$ cat src/logic/pio_pkg.sv
//Contract
//Two parallel units exist, each with ports A, B, C and a control register; the first sits at E4 to E7.
//The second unit sits at E8 to EB, and each unit answers only to its own chip select.
//Address bits 00, 01, 10 pick ports A, B, C and 11 picks the write-only control register, which must not be read.
//With select low a read drives the chosen byte and a write loads it; with select high the data bus floats.
//A high reset input clears every unit register, control included, so all ports become inputs.
//The first unit's ports support every mode and the external interrupt, each port set as input or output.
//The second unit's ports support only the basic mode, each port still set as input or output.
//Unit chip selects come from interrupt acknowledge, the I/O qualifier, the top address bit and two decode memory bits.
//All board interrupt sources have equal priority and merge onto one CPU interrupt, with two off-board sources.
//Module addresses F0 to F7 assert module select 0 and F8 to FF assert module select 1.
//Select, address and strobes are sampled on the clock, and a write commits when its strobe is seen rising.
package pio_pkg;
	localparam logic [7:0] UNIT0_PORT_A_DATA = 8'h00_E4;
	localparam logic [7:0] UNIT0_PORT_B_DATA = 8'h00_E5;
	localparam logic [7:0] UNIT0_PORT_C_DATA = 8'h00_E6;
	localparam logic [7:0] UNIT0_CONTROL = 8'h00_E7;
	localparam logic [7:0] UNIT1_PORT_A_DATA = 8'h00_E8;
	localparam logic [7:0] UNIT1_PORT_B_DATA = 8'h00_E9;
	localparam logic [7:0] UNIT1_PORT_C_DATA = 8'h00_EA;
	localparam logic [7:0] UNIT1_CONTROL = 8'h00_EB;
	localparam logic [7:0] MODULE0_FIRST = 8'h00_F0;
	localparam logic [7:0] MODULE1_FIRST = 8'h00_F8;
	// register select inside a unit
	localparam logic [1:0] SEL_PORT_A = 2'h0;
	localparam logic [1:0] SEL_PORT_B = 2'h1;
	localparam logic [1:0] SEL_PORT_C = 2'h2;
	localparam logic [1:0] SEL_CONTROL = 2'h3;
	// control register fields
	localparam int CTL_A_OUT = 0;
	localparam int CTL_B_OUT = 1;
	localparam int CTL_C_OUT = 2;
	localparam int CTL_MODE_LO = 3;
	localparam int CTL_MODE_HI = 4;
	localparam logic [7:0] CONTROL_RESET = 8'h00_00;
	localparam logic [7:0] PORT_RESET = 8'h00_00;
	localparam logic [1:0] MODE_BASIC = 2'h0;
	localparam logic [1:0] DECODE_UNIT0 = 2'h1;
	localparam logic [1:0] DECODE_UNIT1 = 2'h2;
	localparam logic [1:0] DECODE_NONE = 2'h0;
	localparam int UNIT_PORT_BITS = 24;

	typedef enum logic [2:0] {
		CYC_IDLE = 3'h1,
		CYC_READ = 3'h2,
		CYC_WRITE = 3'h4
	} cycle_state_t;
endpackage

$ cat src/logic/unit_bus_if.sv
interface unit_bus_if;
	logic wr_commit;
	logic [1:0] wr_sel;
	logic [7:0] wr_data;
	logic rd_active;
	logic [1:0] rd_sel;
	logic [7:0] rd_data;
	logic unit_reset;

	modport ctrl (output wr_commit, output wr_sel, output wr_data, output rd_active, output rd_sel,
		output unit_reset, input rd_data);
	modport unit (input wr_commit, input wr_sel, input wr_data, input rd_active, input rd_sel,
		input unit_reset, output rd_data);
endinterface

$ cat src/logic/parallel_io_unit.sv
module parallel_io_unit
	import pio_pkg::*;
#(
	parameter bit FULL_MODES = 1'b1
) (
	// clock and reset
	input wire logic clk,
	input wire logic rst_n,
	// host side
	unit_bus_if.unit bus,
	// port pins, A in the low byte
	input wire logic [pio_pkg::UNIT_PORT_BITS-1:0] pins_in,
	output logic [pio_pkg::UNIT_PORT_BITS-1:0] pins_out,
	output logic [pio_pkg::UNIT_PORT_BITS-1:0] pins_oe_n,
	// external interrupt strobe and request
	input wire logic strobe_n,
	output logic intr
);
	import pio_pkg::*;

	logic [7:0] port_reg [3];
	logic [7:0] port_next [3];
	logic [7:0] control_reg, control_next;
	logic strobe_prev_reg, strobe_prev_next;
	logic intr_reg, intr_next;
	logic [1:0] mode;
	logic [2:0] out_dir;

	assign mode = control_reg[CTL_MODE_HI:CTL_MODE_LO];
	assign out_dir = {control_reg[CTL_C_OUT], control_reg[CTL_B_OUT], control_reg[CTL_A_OUT]};

	always_comb begin
		for (int i = 0; i < 3; i++) begin
			port_next[i] = port_reg[i];
		end
		control_next = control_reg;
		if (bus.wr_commit) begin
			if (bus.wr_sel == SEL_CONTROL) begin
				control_next = bus.wr_data;
				// basic-only unit cannot leave mode zero
				if (!FULL_MODES) begin
					control_next[CTL_MODE_HI:CTL_MODE_LO] = MODE_BASIC;
				end
			end else begin
				port_next[bus.wr_sel] = bus.wr_data;
			end
		end
		strobe_prev_next = strobe_n;
		intr_next = intr_reg;
		if (bus.wr_commit && bus.wr_sel == SEL_PORT_A) begin
			intr_next = 1'b0;
		end
		if (bus.rd_active && bus.rd_sel == SEL_PORT_A) begin
			intr_next = 1'b0;
		end
		// set after clear so a coincident strobe wins
		if (FULL_MODES && mode != MODE_BASIC && strobe_prev_reg && !strobe_n) begin
			intr_next = 1'b1;
		end
	end

	always_ff @(posedge clk) begin
		if (!rst_n || bus.unit_reset) begin
			for (int i = 0; i < 3; i++) begin
				port_reg[i] <= PORT_RESET;
			end
			control_reg <= CONTROL_RESET;
			strobe_prev_reg <= 1'b1;
			intr_reg <= 1'b0;
		end else begin
			for (int i = 0; i < 3; i++) begin
				port_reg[i] <= port_next[i];
			end
			control_reg <= control_next;
			strobe_prev_reg <= strobe_prev_next;
			intr_reg <= intr_next;
		end
	end

	always_comb begin
		bus.rd_data = PORT_RESET;
		for (int i = 0; i < 3; i++) begin
			pins_out[i*8 +: 8] = port_reg[i];
			pins_oe_n[i*8 +: 8] = {8{~out_dir[i]}};
			if (bus.rd_sel == 2'(i)) begin
				// input ports show the pins, output ports the latch
				bus.rd_data = out_dir[i] ? port_reg[i] : pins_in[i*8 +: 8];
			end
		end
	end

	assign intr = intr_reg;
endmodule

$ cat src/logic/parallel_io_port_decode.sv
module parallel_io_port_decode
	import pio_pkg::*;
#(
	parameter int BOARD_IRQS = 2
) (
	// clock and reset
	input wire logic clk,
	input wire logic rst_n,
	// unit reset, high active
	input wire logic unit_reset_in,
	// cpu address and cycle qualifiers
	input wire logic [15:0] cpu_addr,
	input wire logic io_cycle,
	input wire logic int_ack_n,
	// cpu strobes
	input wire logic io_read_strobe_n,
	input wire logic io_write_strobe_n,
	// host data bus
	input wire logic [7:0] host_data_bus_in,
	output logic [7:0] host_data_bus_out,
	output logic host_data_bus_oe_n,
	// decoded selects
	output logic unit0_select_n,
	output logic unit1_select_n,
	output logic module_select0_n,
	output logic module_select1_n,
	// first unit pins
	input wire logic [pio_pkg::UNIT_PORT_BITS-1:0] unit0_pins_in,
	output logic [pio_pkg::UNIT_PORT_BITS-1:0] unit0_pins_out,
	output logic [pio_pkg::UNIT_PORT_BITS-1:0] unit0_pins_oe_n,
	input wire logic unit0_strobe_n,
	// second unit pins
	input wire logic [pio_pkg::UNIT_PORT_BITS-1:0] unit1_pins_in,
	output logic [pio_pkg::UNIT_PORT_BITS-1:0] unit1_pins_out,
	output logic [pio_pkg::UNIT_PORT_BITS-1:0] unit1_pins_oe_n,
	// interrupt sources
	input wire logic [BOARD_IRQS-1:0] board_irq,
	input wire logic [1:0] ext_irq,
	input wire logic module_irq1,
	input wire logic module_irq2,
	input wire logic [1:0] module_irq_en,
	output logic cpu_irq
);
	import pio_pkg::*;

	unit_bus_if bus0 ();
	unit_bus_if bus1 ();

	logic [1:0] decode_memory [64];
	logic [1:0] decode_bits;
	logic [7:0] io_addr;
	logic io_ok;

	// sampled pins
	logic [7:0] addr_s_reg, addr_s_next;
	logic sel0_s_reg, sel0_s_next;
	logic sel1_s_reg, sel1_s_next;
	logic rd_s_reg, rd_s_next;
	logic wr_s_reg, wr_s_next;
	logic [7:0] din_s_reg, din_s_next;

	// cycle tracking
	cycle_state_t state_reg, state_next;
	logic unit1_cyc_reg, unit1_cyc_next;
	logic [1:0] wsel_reg, wsel_next;
	logic [7:0] wdata_reg, wdata_next;
	logic commit0, commit1;

	// outputs
	logic [7:0] dout_reg, dout_next;
	logic oe_n_reg, oe_n_next;
	logic sel0_n_reg, sel0_n_next;
	logic sel1_n_reg, sel1_n_next;
	logic msel0_n_reg, msel0_n_next;
	logic msel1_n_reg, msel1_n_next;
	logic irq_reg, irq_next;
	logic unit0_intr, unit1_intr;

	// decode memory contents: one word per four-address block
	always_comb begin
		for (int i = 0; i < 64; i++) begin
			decode_memory[i] = DECODE_NONE;
		end
		decode_memory[UNIT0_PORT_A_DATA[7:2]] = DECODE_UNIT0;
		decode_memory[UNIT1_PORT_A_DATA[7:2]] = DECODE_UNIT1;
	end

	// i/o port number sits on the low byte
	assign io_addr = cpu_addr[7:0];
	assign decode_bits = decode_memory[io_addr[7:2]];
	// acknowledge cycles must never select a unit
	assign io_ok = io_cycle && int_ack_n;

	always_comb begin
		sel0_n_next = ~(io_ok && cpu_addr[15] && decode_bits[0]);
		sel1_n_next = ~(io_ok && cpu_addr[15] && decode_bits[1]);
		msel0_n_next = ~(io_ok && io_addr[7:3] == MODULE0_FIRST[7:3]);
		msel1_n_next = ~(io_ok && io_addr[7:3] == MODULE1_FIRST[7:3]);
		// equal-priority wired merge
		irq_next = (|board_irq) || (|ext_irq) || unit0_intr || unit1_intr
			|| (module_irq1 && module_irq_en[0]) || (module_irq2 && module_irq_en[1]);
	end

	always_ff @(posedge clk) begin
		if (!rst_n) begin
			sel0_n_reg <= 1'b1;
			sel1_n_reg <= 1'b1;
			msel0_n_reg <= 1'b1;
			msel1_n_reg <= 1'b1;
			irq_reg <= 1'b0;
		end else begin
			sel0_n_reg <= sel0_n_next;
			sel1_n_reg <= sel1_n_next;
			msel0_n_reg <= msel0_n_next;
			msel1_n_reg <= msel1_n_next;
			irq_reg <= irq_next;
		end
	end

	// the unit sees the registered select plus sampled address and strobes
	always_comb begin
		addr_s_next = io_addr;
		sel0_s_next = sel0_n_reg;
		sel1_s_next = sel1_n_reg;
		rd_s_next = io_read_strobe_n;
		wr_s_next = io_write_strobe_n;
		din_s_next = host_data_bus_in;
	end

	always_ff @(posedge clk) begin
		if (!rst_n) begin
			addr_s_reg <= 8'h00_00;
			sel0_s_reg <= 1'b1;
			sel1_s_reg <= 1'b1;
			rd_s_reg <= 1'b1;
			wr_s_reg <= 1'b1;
			din_s_reg <= 8'h00_00;
		end else begin
			addr_s_reg <= addr_s_next;
			sel0_s_reg <= sel0_s_next;
			sel1_s_reg <= sel1_s_next;
			rd_s_reg <= rd_s_next;
			wr_s_reg <= wr_s_next;
			din_s_reg <= din_s_next;
		end
	end

	always_comb begin
		state_next = state_reg;
		unit1_cyc_next = unit1_cyc_reg;
		wsel_next = wsel_reg;
		wdata_next = wdata_reg;
		commit0 = 1'b0;
		commit1 = 1'b0;
		case (state_reg)
			CYC_IDLE: begin
				if (!sel0_s_reg || !sel1_s_reg) begin
					unit1_cyc_next = !sel1_s_reg;
					wsel_next = addr_s_reg[1:0];
					wdata_next = din_s_reg;
					if (!wr_s_reg) begin
						state_next = CYC_WRITE;
					end else if (!rd_s_reg) begin
						state_next = CYC_READ;
					end
				end
			end
			CYC_WRITE: begin
				// keep the latest byte; data may settle late in the strobe
				if (!wr_s_reg) begin
					wdata_next = din_s_reg;
				end else begin
					commit0 = !unit1_cyc_reg;
					commit1 = unit1_cyc_reg;
					state_next = CYC_IDLE;
				end
			end
			CYC_READ: begin
				if (rd_s_reg || (sel0_s_reg && sel1_s_reg)) begin
					state_next = CYC_IDLE;
				end
			end
			default: begin
				state_next = CYC_IDLE;
			end
		endcase
	end

	always_ff @(posedge clk) begin
		if (!rst_n) begin
			state_reg <= CYC_IDLE;
			unit1_cyc_reg <= 1'b0;
			wsel_reg <= SEL_PORT_A;
			wdata_reg <= 8'h00_00;
		end else begin
			state_reg <= state_next;
			unit1_cyc_reg <= unit1_cyc_next;
			wsel_reg <= wsel_next;
			wdata_reg <= wdata_next;
		end
	end

	always_comb begin
		bus0.wr_commit = commit0;
		bus1.wr_commit = commit1;
		bus0.wr_sel = wsel_reg;
		bus1.wr_sel = wsel_reg;
		bus0.wr_data = wdata_reg;
		bus1.wr_data = wdata_reg;
		bus0.rd_sel = addr_s_reg[1:0];
		bus1.rd_sel = addr_s_reg[1:0];
		// read side effect only once, on entry to the read
		bus0.rd_active = state_reg == CYC_IDLE && state_next == CYC_READ && !sel0_s_reg;
		bus1.rd_active = state_reg == CYC_IDLE && state_next == CYC_READ && !sel1_s_reg;
		bus0.unit_reset = unit_reset_in;
		bus1.unit_reset = unit_reset_in;
	end

	// data bus drive; control address is never driven, as its read is illegal
	always_comb begin
		dout_next = dout_reg;
		oe_n_next = 1'b1;
		if (!rd_s_reg && addr_s_reg[1:0] != SEL_CONTROL) begin
			if (!sel0_s_reg) begin
				dout_next = bus0.rd_data;
				oe_n_next = 1'b0;
			end else if (!sel1_s_reg) begin
				dout_next = bus1.rd_data;
				oe_n_next = 1'b0;
			end
		end
	end

	always_ff @(posedge clk) begin
		if (!rst_n) begin
			dout_reg <= 8'h00_00;
			oe_n_reg <= 1'b1;
		end else begin
			dout_reg <= dout_next;
			oe_n_reg <= oe_n_next;
		end
	end

	parallel_io_unit #(.FULL_MODES(1'b1)) first_parallel_unit (
		.clk(clk),
		.rst_n(rst_n),
		.bus(bus0),
		.pins_in(unit0_pins_in),
		.pins_out(unit0_pins_out),
		.pins_oe_n(unit0_pins_oe_n),
		.strobe_n(unit0_strobe_n),
		.intr(unit0_intr)
	);

	parallel_io_unit #(.FULL_MODES(1'b0)) second_parallel_unit (
		.clk(clk),
		.rst_n(rst_n),
		.bus(bus1),
		.pins_in(unit1_pins_in),
		.pins_out(unit1_pins_out),
		.pins_oe_n(unit1_pins_oe_n),
		.strobe_n(1'b1),
		.intr(unit1_intr)
	);

	assign host_data_bus_out = dout_reg;
	assign host_data_bus_oe_n = oe_n_reg;
	assign unit0_select_n = sel0_n_reg;
	assign unit1_select_n = sel1_n_reg;
	assign module_select0_n = msel0_n_reg;
	assign module_select1_n = msel1_n_reg;
	assign cpu_irq = irq_reg;
endmodule

$ cat config.mk
export PLATFORM = sky130hd
export DESIGN_NAME = parallel_io_port_decode
export DESIGN_NICKNAME = d
export VERILOG_FILES = /design/src/logic/pio_pkg.sv /design/src/logic/unit_bus_if.sv /design/src/logic/parallel_io_unit.sv /design/src/logic/parallel_io_port_decode.sv
export SDC_FILE = /design/constraint.sdc
export NUM_CORES = 1
export LEC_CHECK = 0
export BUFFER_PORTS_ARGS = -buffer_cell sky130_fd_sc_hd__buf_2
export CORE_ASPECT_RATIO = 0.5
export CORE_UTILIZATION = 25
export CTS_BUF_LIST = sky130_fd_sc_hd__clkbuf_16
export CTS_CLUSTER_DIAMETER = 120
export DETAILED_ROUTE_END_ITERATION = 8
export PLACE_DENSITY = 0.44
export SETUP_SLACK_MARGIN = 0.2
export SLEW_MARGIN = 10
export SYNTH_ARGS = -nofsm -noshare
export SYNTH_HDL_FRONTEND = slang
export SYNTH_HIERARCHICAL = 1
export SYNTH_SLANG_ARGS = --single-unit
export TNS_END_PERCENT = 30
$ cat constraint.sdc
create_clock -name clk -period 2.2 [get_ports clk]
set_clock_uncertainty 0.2 [all_clocks]
set_input_delay 0 -clock clk [delete_from_list [all_inputs] [get_ports clk]]
set_output_delay 0 -clock clk [all_outputs]
set_load 0.02 [all_outputs]
======== After elaboration in Yosys (flattened, before gate mapping) ========
Memories as Yosys holds them, arrays and structs flattened.
Cells that the tools add are included.
operators by class
  mux-type cells .......................... 51
  equality and inequality tests ........... 13
  reduce and logical (&&, ||, !) cells .... 43
  $lt $le $gt $ge ......................... 3
  bitwise logic cells ..................... 18
operators by type and width
  cell                                                       number
  two-way mux 8 bit                                          23
  two-way mux 24 bit                                         4
  bitwise mux 24 bit                                         2
  logical AND 1 bit                                          17
  demux 8 bit (select 2 bit)                                 1
  one-hot mux 8 bit (2 select lines)                         1
  two-way mux 3 bit                                          5
  two-way mux 1 bit                                          12
  == test 5 bit (second input constant)                      2
  NOT 1 bit                                                  10
  AND reduction 2 bit                                        5
  one-hot mux 3 bit (3 select lines)                         1
  != test 2 bit (second input constant)                      4
  greater-or-equal comparator 7 bit (second input constant)  1
  logical OR 1 bit                                           7
  NOT 6 -> 7 bit                                             1
  == test 3 x 2 -> 1 bit (second input constant)             2
  logical NOT 1 bit                                          6
  bitwise OR 1 bit                                           6
  == test 2 bit (second input constant)                      2
  logical NOT 2 bit                                          2
  two-way mux 2 bit                                          2
  nonzero test 2 bit                                         2
  OR reduction 2 bit                                         2
  other kinds (8)                                            8
word-level totals
  memory bits (writable) .................. 48
  word-level logic and storage cells ...... 152
  bits in read-only memories .............. 128
  register bits after elaboration ......... 52
  memories ................................ 3
  input port bits ......................... 88
  output and inout port bits .............. 110
memories
  memory                         depth  bits a word  rd ports  clocked after memory_dff  write ports  RTL line                       source
  (name not given)               64     2            1         0                         0            parallel_io_port_decode.sv:90  assign decode_bits = decode_memory[io_addr[7:2]];
  first_parallel_unit.port_reg   3      8            3         0                         3            parallel_io_unit.sv:21         logic [7:0] port_reg [3];
  second_parallel_unit.port_reg  3      8            3         0                         3            parallel_io_unit.sv:21

======== Logic depth before layout (Yosys ltp) ========
  depth after elaboration ................. 10
  gate-level depth with buffers ........... 6
  depth with buffers taken out ............ 5

======== Hierarchy ========
Netlist, hierarchy kept.
modules (own cells, without submodules)
  module                                   area each (um2)  cells each  instances  seq. area each (um2)
  parallel_io_unit (first_parallel_unit)   1714.1           178         1          620.6
  parallel_io_port_decode                  1622.8           160         1          840.8
  parallel_io_unit (second_parallel_unit)  1581.5           166         1          540.5

======== Worst setup path before layout ========
OpenSTA, ideal clock, no wires.
  path kind ............................... register to register
  start point ............................. reg state_reg[0]
  end point ............................... mem second_parallel_unit.port_reg[0][0]
  library setup time ...................... 0.117 ns
  period minus slack after synthesis ...... 1.899 ns
  stages on the path, launching flop included .. 7
  arrival ................................. 1.582 ns
  path buffers ............................ 1
  setup slack ............................. 0.301 ns
  data required time ...................... 1.883 ns
  cells stage by stage .................... dfxtp_1 nand2b_1 nor4b_1 nor3b_2 buf_6 mux2i_1 nor2_1
RTL lines
  item                    RTL line                        source
  from (decl)             parallel_io_port_decode.sv:63   cycle_state_t state_reg, state_next;
  from (signal assigned)  parallel_io_port_decode.sv:196  state_reg <= state_next;
  to (decl)               parallel_io_unit.sv:21

======== Worst setup path in the final report ========
  start point ............................. reg addr_s_reg[1]
  end point ............................... reg dout_reg[0] (netlist: host_data_bus_out[0])
between the ends
  word-level cells in the longest chain between the ends .. 6
  elaborated cells between the ends (all ways) .. 14
  classes of those cells .................. eq/ne: 3; mux: 8; reduce/logical: 3
RTL lines
  item                             RTL line                        source
  from (decl)                      parallel_io_port_decode.sv:55   logic [7:0] addr_s_reg, addr_s_next;
  from (signal assigned)           parallel_io_port_decode.sv:139  addr_s_reg <= addr_s_next;
  logical NOT 2 bit                --
  two-way mux 8 bit (2 in series)  parallel_io_unit.sv:85          if (bus.rd_sel == 2'(i)) begin
  two-way mux 8 bit (*)            parallel_io_unit.sv:85
  net bus1.rd_data[0]              unit_bus_if.sv:7                logic [7:0] rd_data;
  two-way mux 8 bit (*)            parallel_io_port_decode.sv:227  end else if (!sel1_s_reg) begin
  two-way mux 8 bit (*)            parallel_io_port_decode.sv:224  if (!sel0_s_reg) begin
  to (signal assigned)             parallel_io_port_decode.sv:239  dout_reg <= dout_next;
  to (decl)                        parallel_io_port_decode.sv:70   logic [7:0] dout_reg, dout_next;
Mark *: on every way through the listed nets, which the timed path passes. The rest lies on a longest branch. The select of a mux whose other input is x is not followed.
A chain may end at the register's enable or synchronous reset.

==> results.tsv <==
metric	value	unit
final period demand of the worst path	1960	ps
Worst Setup Start Kind	flop	
Total Power	0.00364	W
clock slew at reported path FFs	70	ps
internal power	0.00277	W
fin area	6710	um^2
met3 wire length	826	um
DRT Pass-1 Iters	5	
Detail Route met2 WL	6800	um
Area Growth Syn to Fin	36.6	%
Final setup viols	0	
die height	101	um
TritonCTS clock tree	done	
fillers	1965	
Post-Synthesis Cells	502	
clk root buf	clkbuf_16	
All-Layer GR Usage	14.5	%
Post-layout nets	791	
Routed WL	14700	um
CP arrival	2010	ps
Post-Place Setup Slack	74.4	ps
fmax	0.511	GHz
total CTS buffers	9	
global route overflow	0	
detailed-route DRC error count	0	
Setup Crit Path Kind	reg -> reg	
via count	4102	
Die Span X	200	um
Avg Inst Size Synth	9.78	um^2
Yosys warning count	6	
worst slew pin tran	638	ps
Final Hold Violating Endpoints	0	
gpl congestion	0.748	
CP Capture Type	flop	
Max H-tree Level	3	
Max IR drop VDD	0.000339	V
top layer in use	met5	
via/cell ratio	4.23	
met1 WL	6930	um
clock share of power	40.9	%
first-pass GRT wire length	22000	um
CTS sink cnt	100	
Final Cycle Share	89.0	%
Comb pwr share	8.8	%
Worst Setup Slack, final	242	ps
Avg WL per Cell	15.2	um
Final ANT Viol Nets	0	
Die ar.	20200	um^2
CTS max path bufs	2	
share of layout cells above drive strength 1	36.6	%
vias in the first global route	3834	
initial core utilization	26.1	%
worst-path maximum fanout	9	
Post-Syn Nets	590	
pwr dens	543	nW/um^2
clock latency on the worst-skew pair	340	ps
Critical Path RT	2250	ps
Cell Area, Synth	4910	um^2
PortBufs	190	
1st-iter DRT viols	188	
sw frac	24.0	%
hpwl dp	11300	um
I/O pins	198	
area of the core	18800	um^2
# rows	35	
Setup TNS	0	ps
sw power	0.000873	W
Sequential Power Share	50.3	%
leakage	2.97	nW
RSZ-0062 raised after global routing	yes	
worst hold path type	in -> reg	
outcome	complete, no violations	
initial antenna violation count	3	
Pins Over Slew Limit	0	
max_slew headroom	57.1	%
largest net degree at the start of global routing	29	
max_cap viols	0	
DP Area	5970	um^2
## critical path, stage by stage, from the launching register on
cell      delay, ps
dfxtp_1         410
or2_1           300
buf_12          150
o22a_1          200
o21ai_0         120
buf_4           170
mux2i_1          70
a211oi_1        240
## metal layers
metal / vias to the layer above / GRT usage, %
met5: - / 0
met3: 10 / 4.20
met1: 1902 / 18.9
li1: 2093 / -
met2: 95 / 23.5
met4: 2 / 3.37
## final timing paths
path | start | endpoint | slack (ps) | depth (start not counted)
max | addr_s_reg[1] | host_data_bus_out[0] | 240 | 7
min | unit0_pins_in[19] | host_data_bus_out[3] | 30 | 5
max reg2reg | addr_s_reg[1] | host_data_bus_out[0] | 240 | 7
min reg2reg | unit0_select_n | sel0_s_reg | 240 | 1
## power by group through the flow
| stage | sequential [W] | clock [W] | combinational, W |
|---|---|---|---|
| global route | 0.00183 | 0.00163 | 0.000353 |
| detailed placement | 0.00187 | 0 | 0.000275 |
| floorplan | 0.00187 | 0 | 0.000131 |
| CTS | 0.00183 | 0.00154 | 0.000323 |
| finish | 0.00183 | 0.00149 | 0.000321 |
| global placement | 0.00187 | 0 | 0.000275 |
## layout by cell type (no fill, tap or decap), types with 2 or more instances in the layout
cell type	n
a21o_1	2
a21oi_4	2
o22a_1	16
and2_1	10
a211o_1	2
o21ai_0	16
diode_2	2
nor3b_2	2
nand2b_4	3
inv_1	9
buf_12	4
buf_4	28
dfxtp_1	96
clkbuf_16	9
a211oi_1	8
or2_2	3
nand2_1	20
nand3b_1	4
nand3_1	5
mux2i_1	123
dlygate4sd3_1	39
nand2b_1	12
nor2_1	70
clkinv_2	2
dfxtp_2	3
a21oi_1	2
buf_2	190
nor4_1	2
## through the flow
| stage | instances | hold slack (ps) | utilization [%] |
|---|---|---|---|
| floorplan | 502 | -128 | - |
| global placement | 910 | -10.4 | 31.8 |
| detailed placement | 910 | -4.92 | 31.8 |
| CTS | 966 | 24.5 | 35.4 |
| global route | 967 | 62.9 | 35.7 |
| finish | 969 | 29.4 | 35.7 |
## cell type report
cell class	instances	area, um^2	share of cell area, %
sequential	100	2010	30.0
clock buffer	9	225	3.36
tap	259	324	4.83
clock inverter	7	50.0	0.746
multi-input combinational	321	2420	36.0
antenna	2	5.00	0.0746
inverter	9	33.8	0.504
timing repair buffer	262	1640	24.5
## repair_timing
action,in CTS,in global routing
buffers inserted,1,1
gates resized for setup,4,10
cloned,0,0
pin swaps,1,3
hold endpoints to repair,21,0
setup endpoints to repair,17,60
hold buffers,39,0
(Power assumes the default switching activity.)
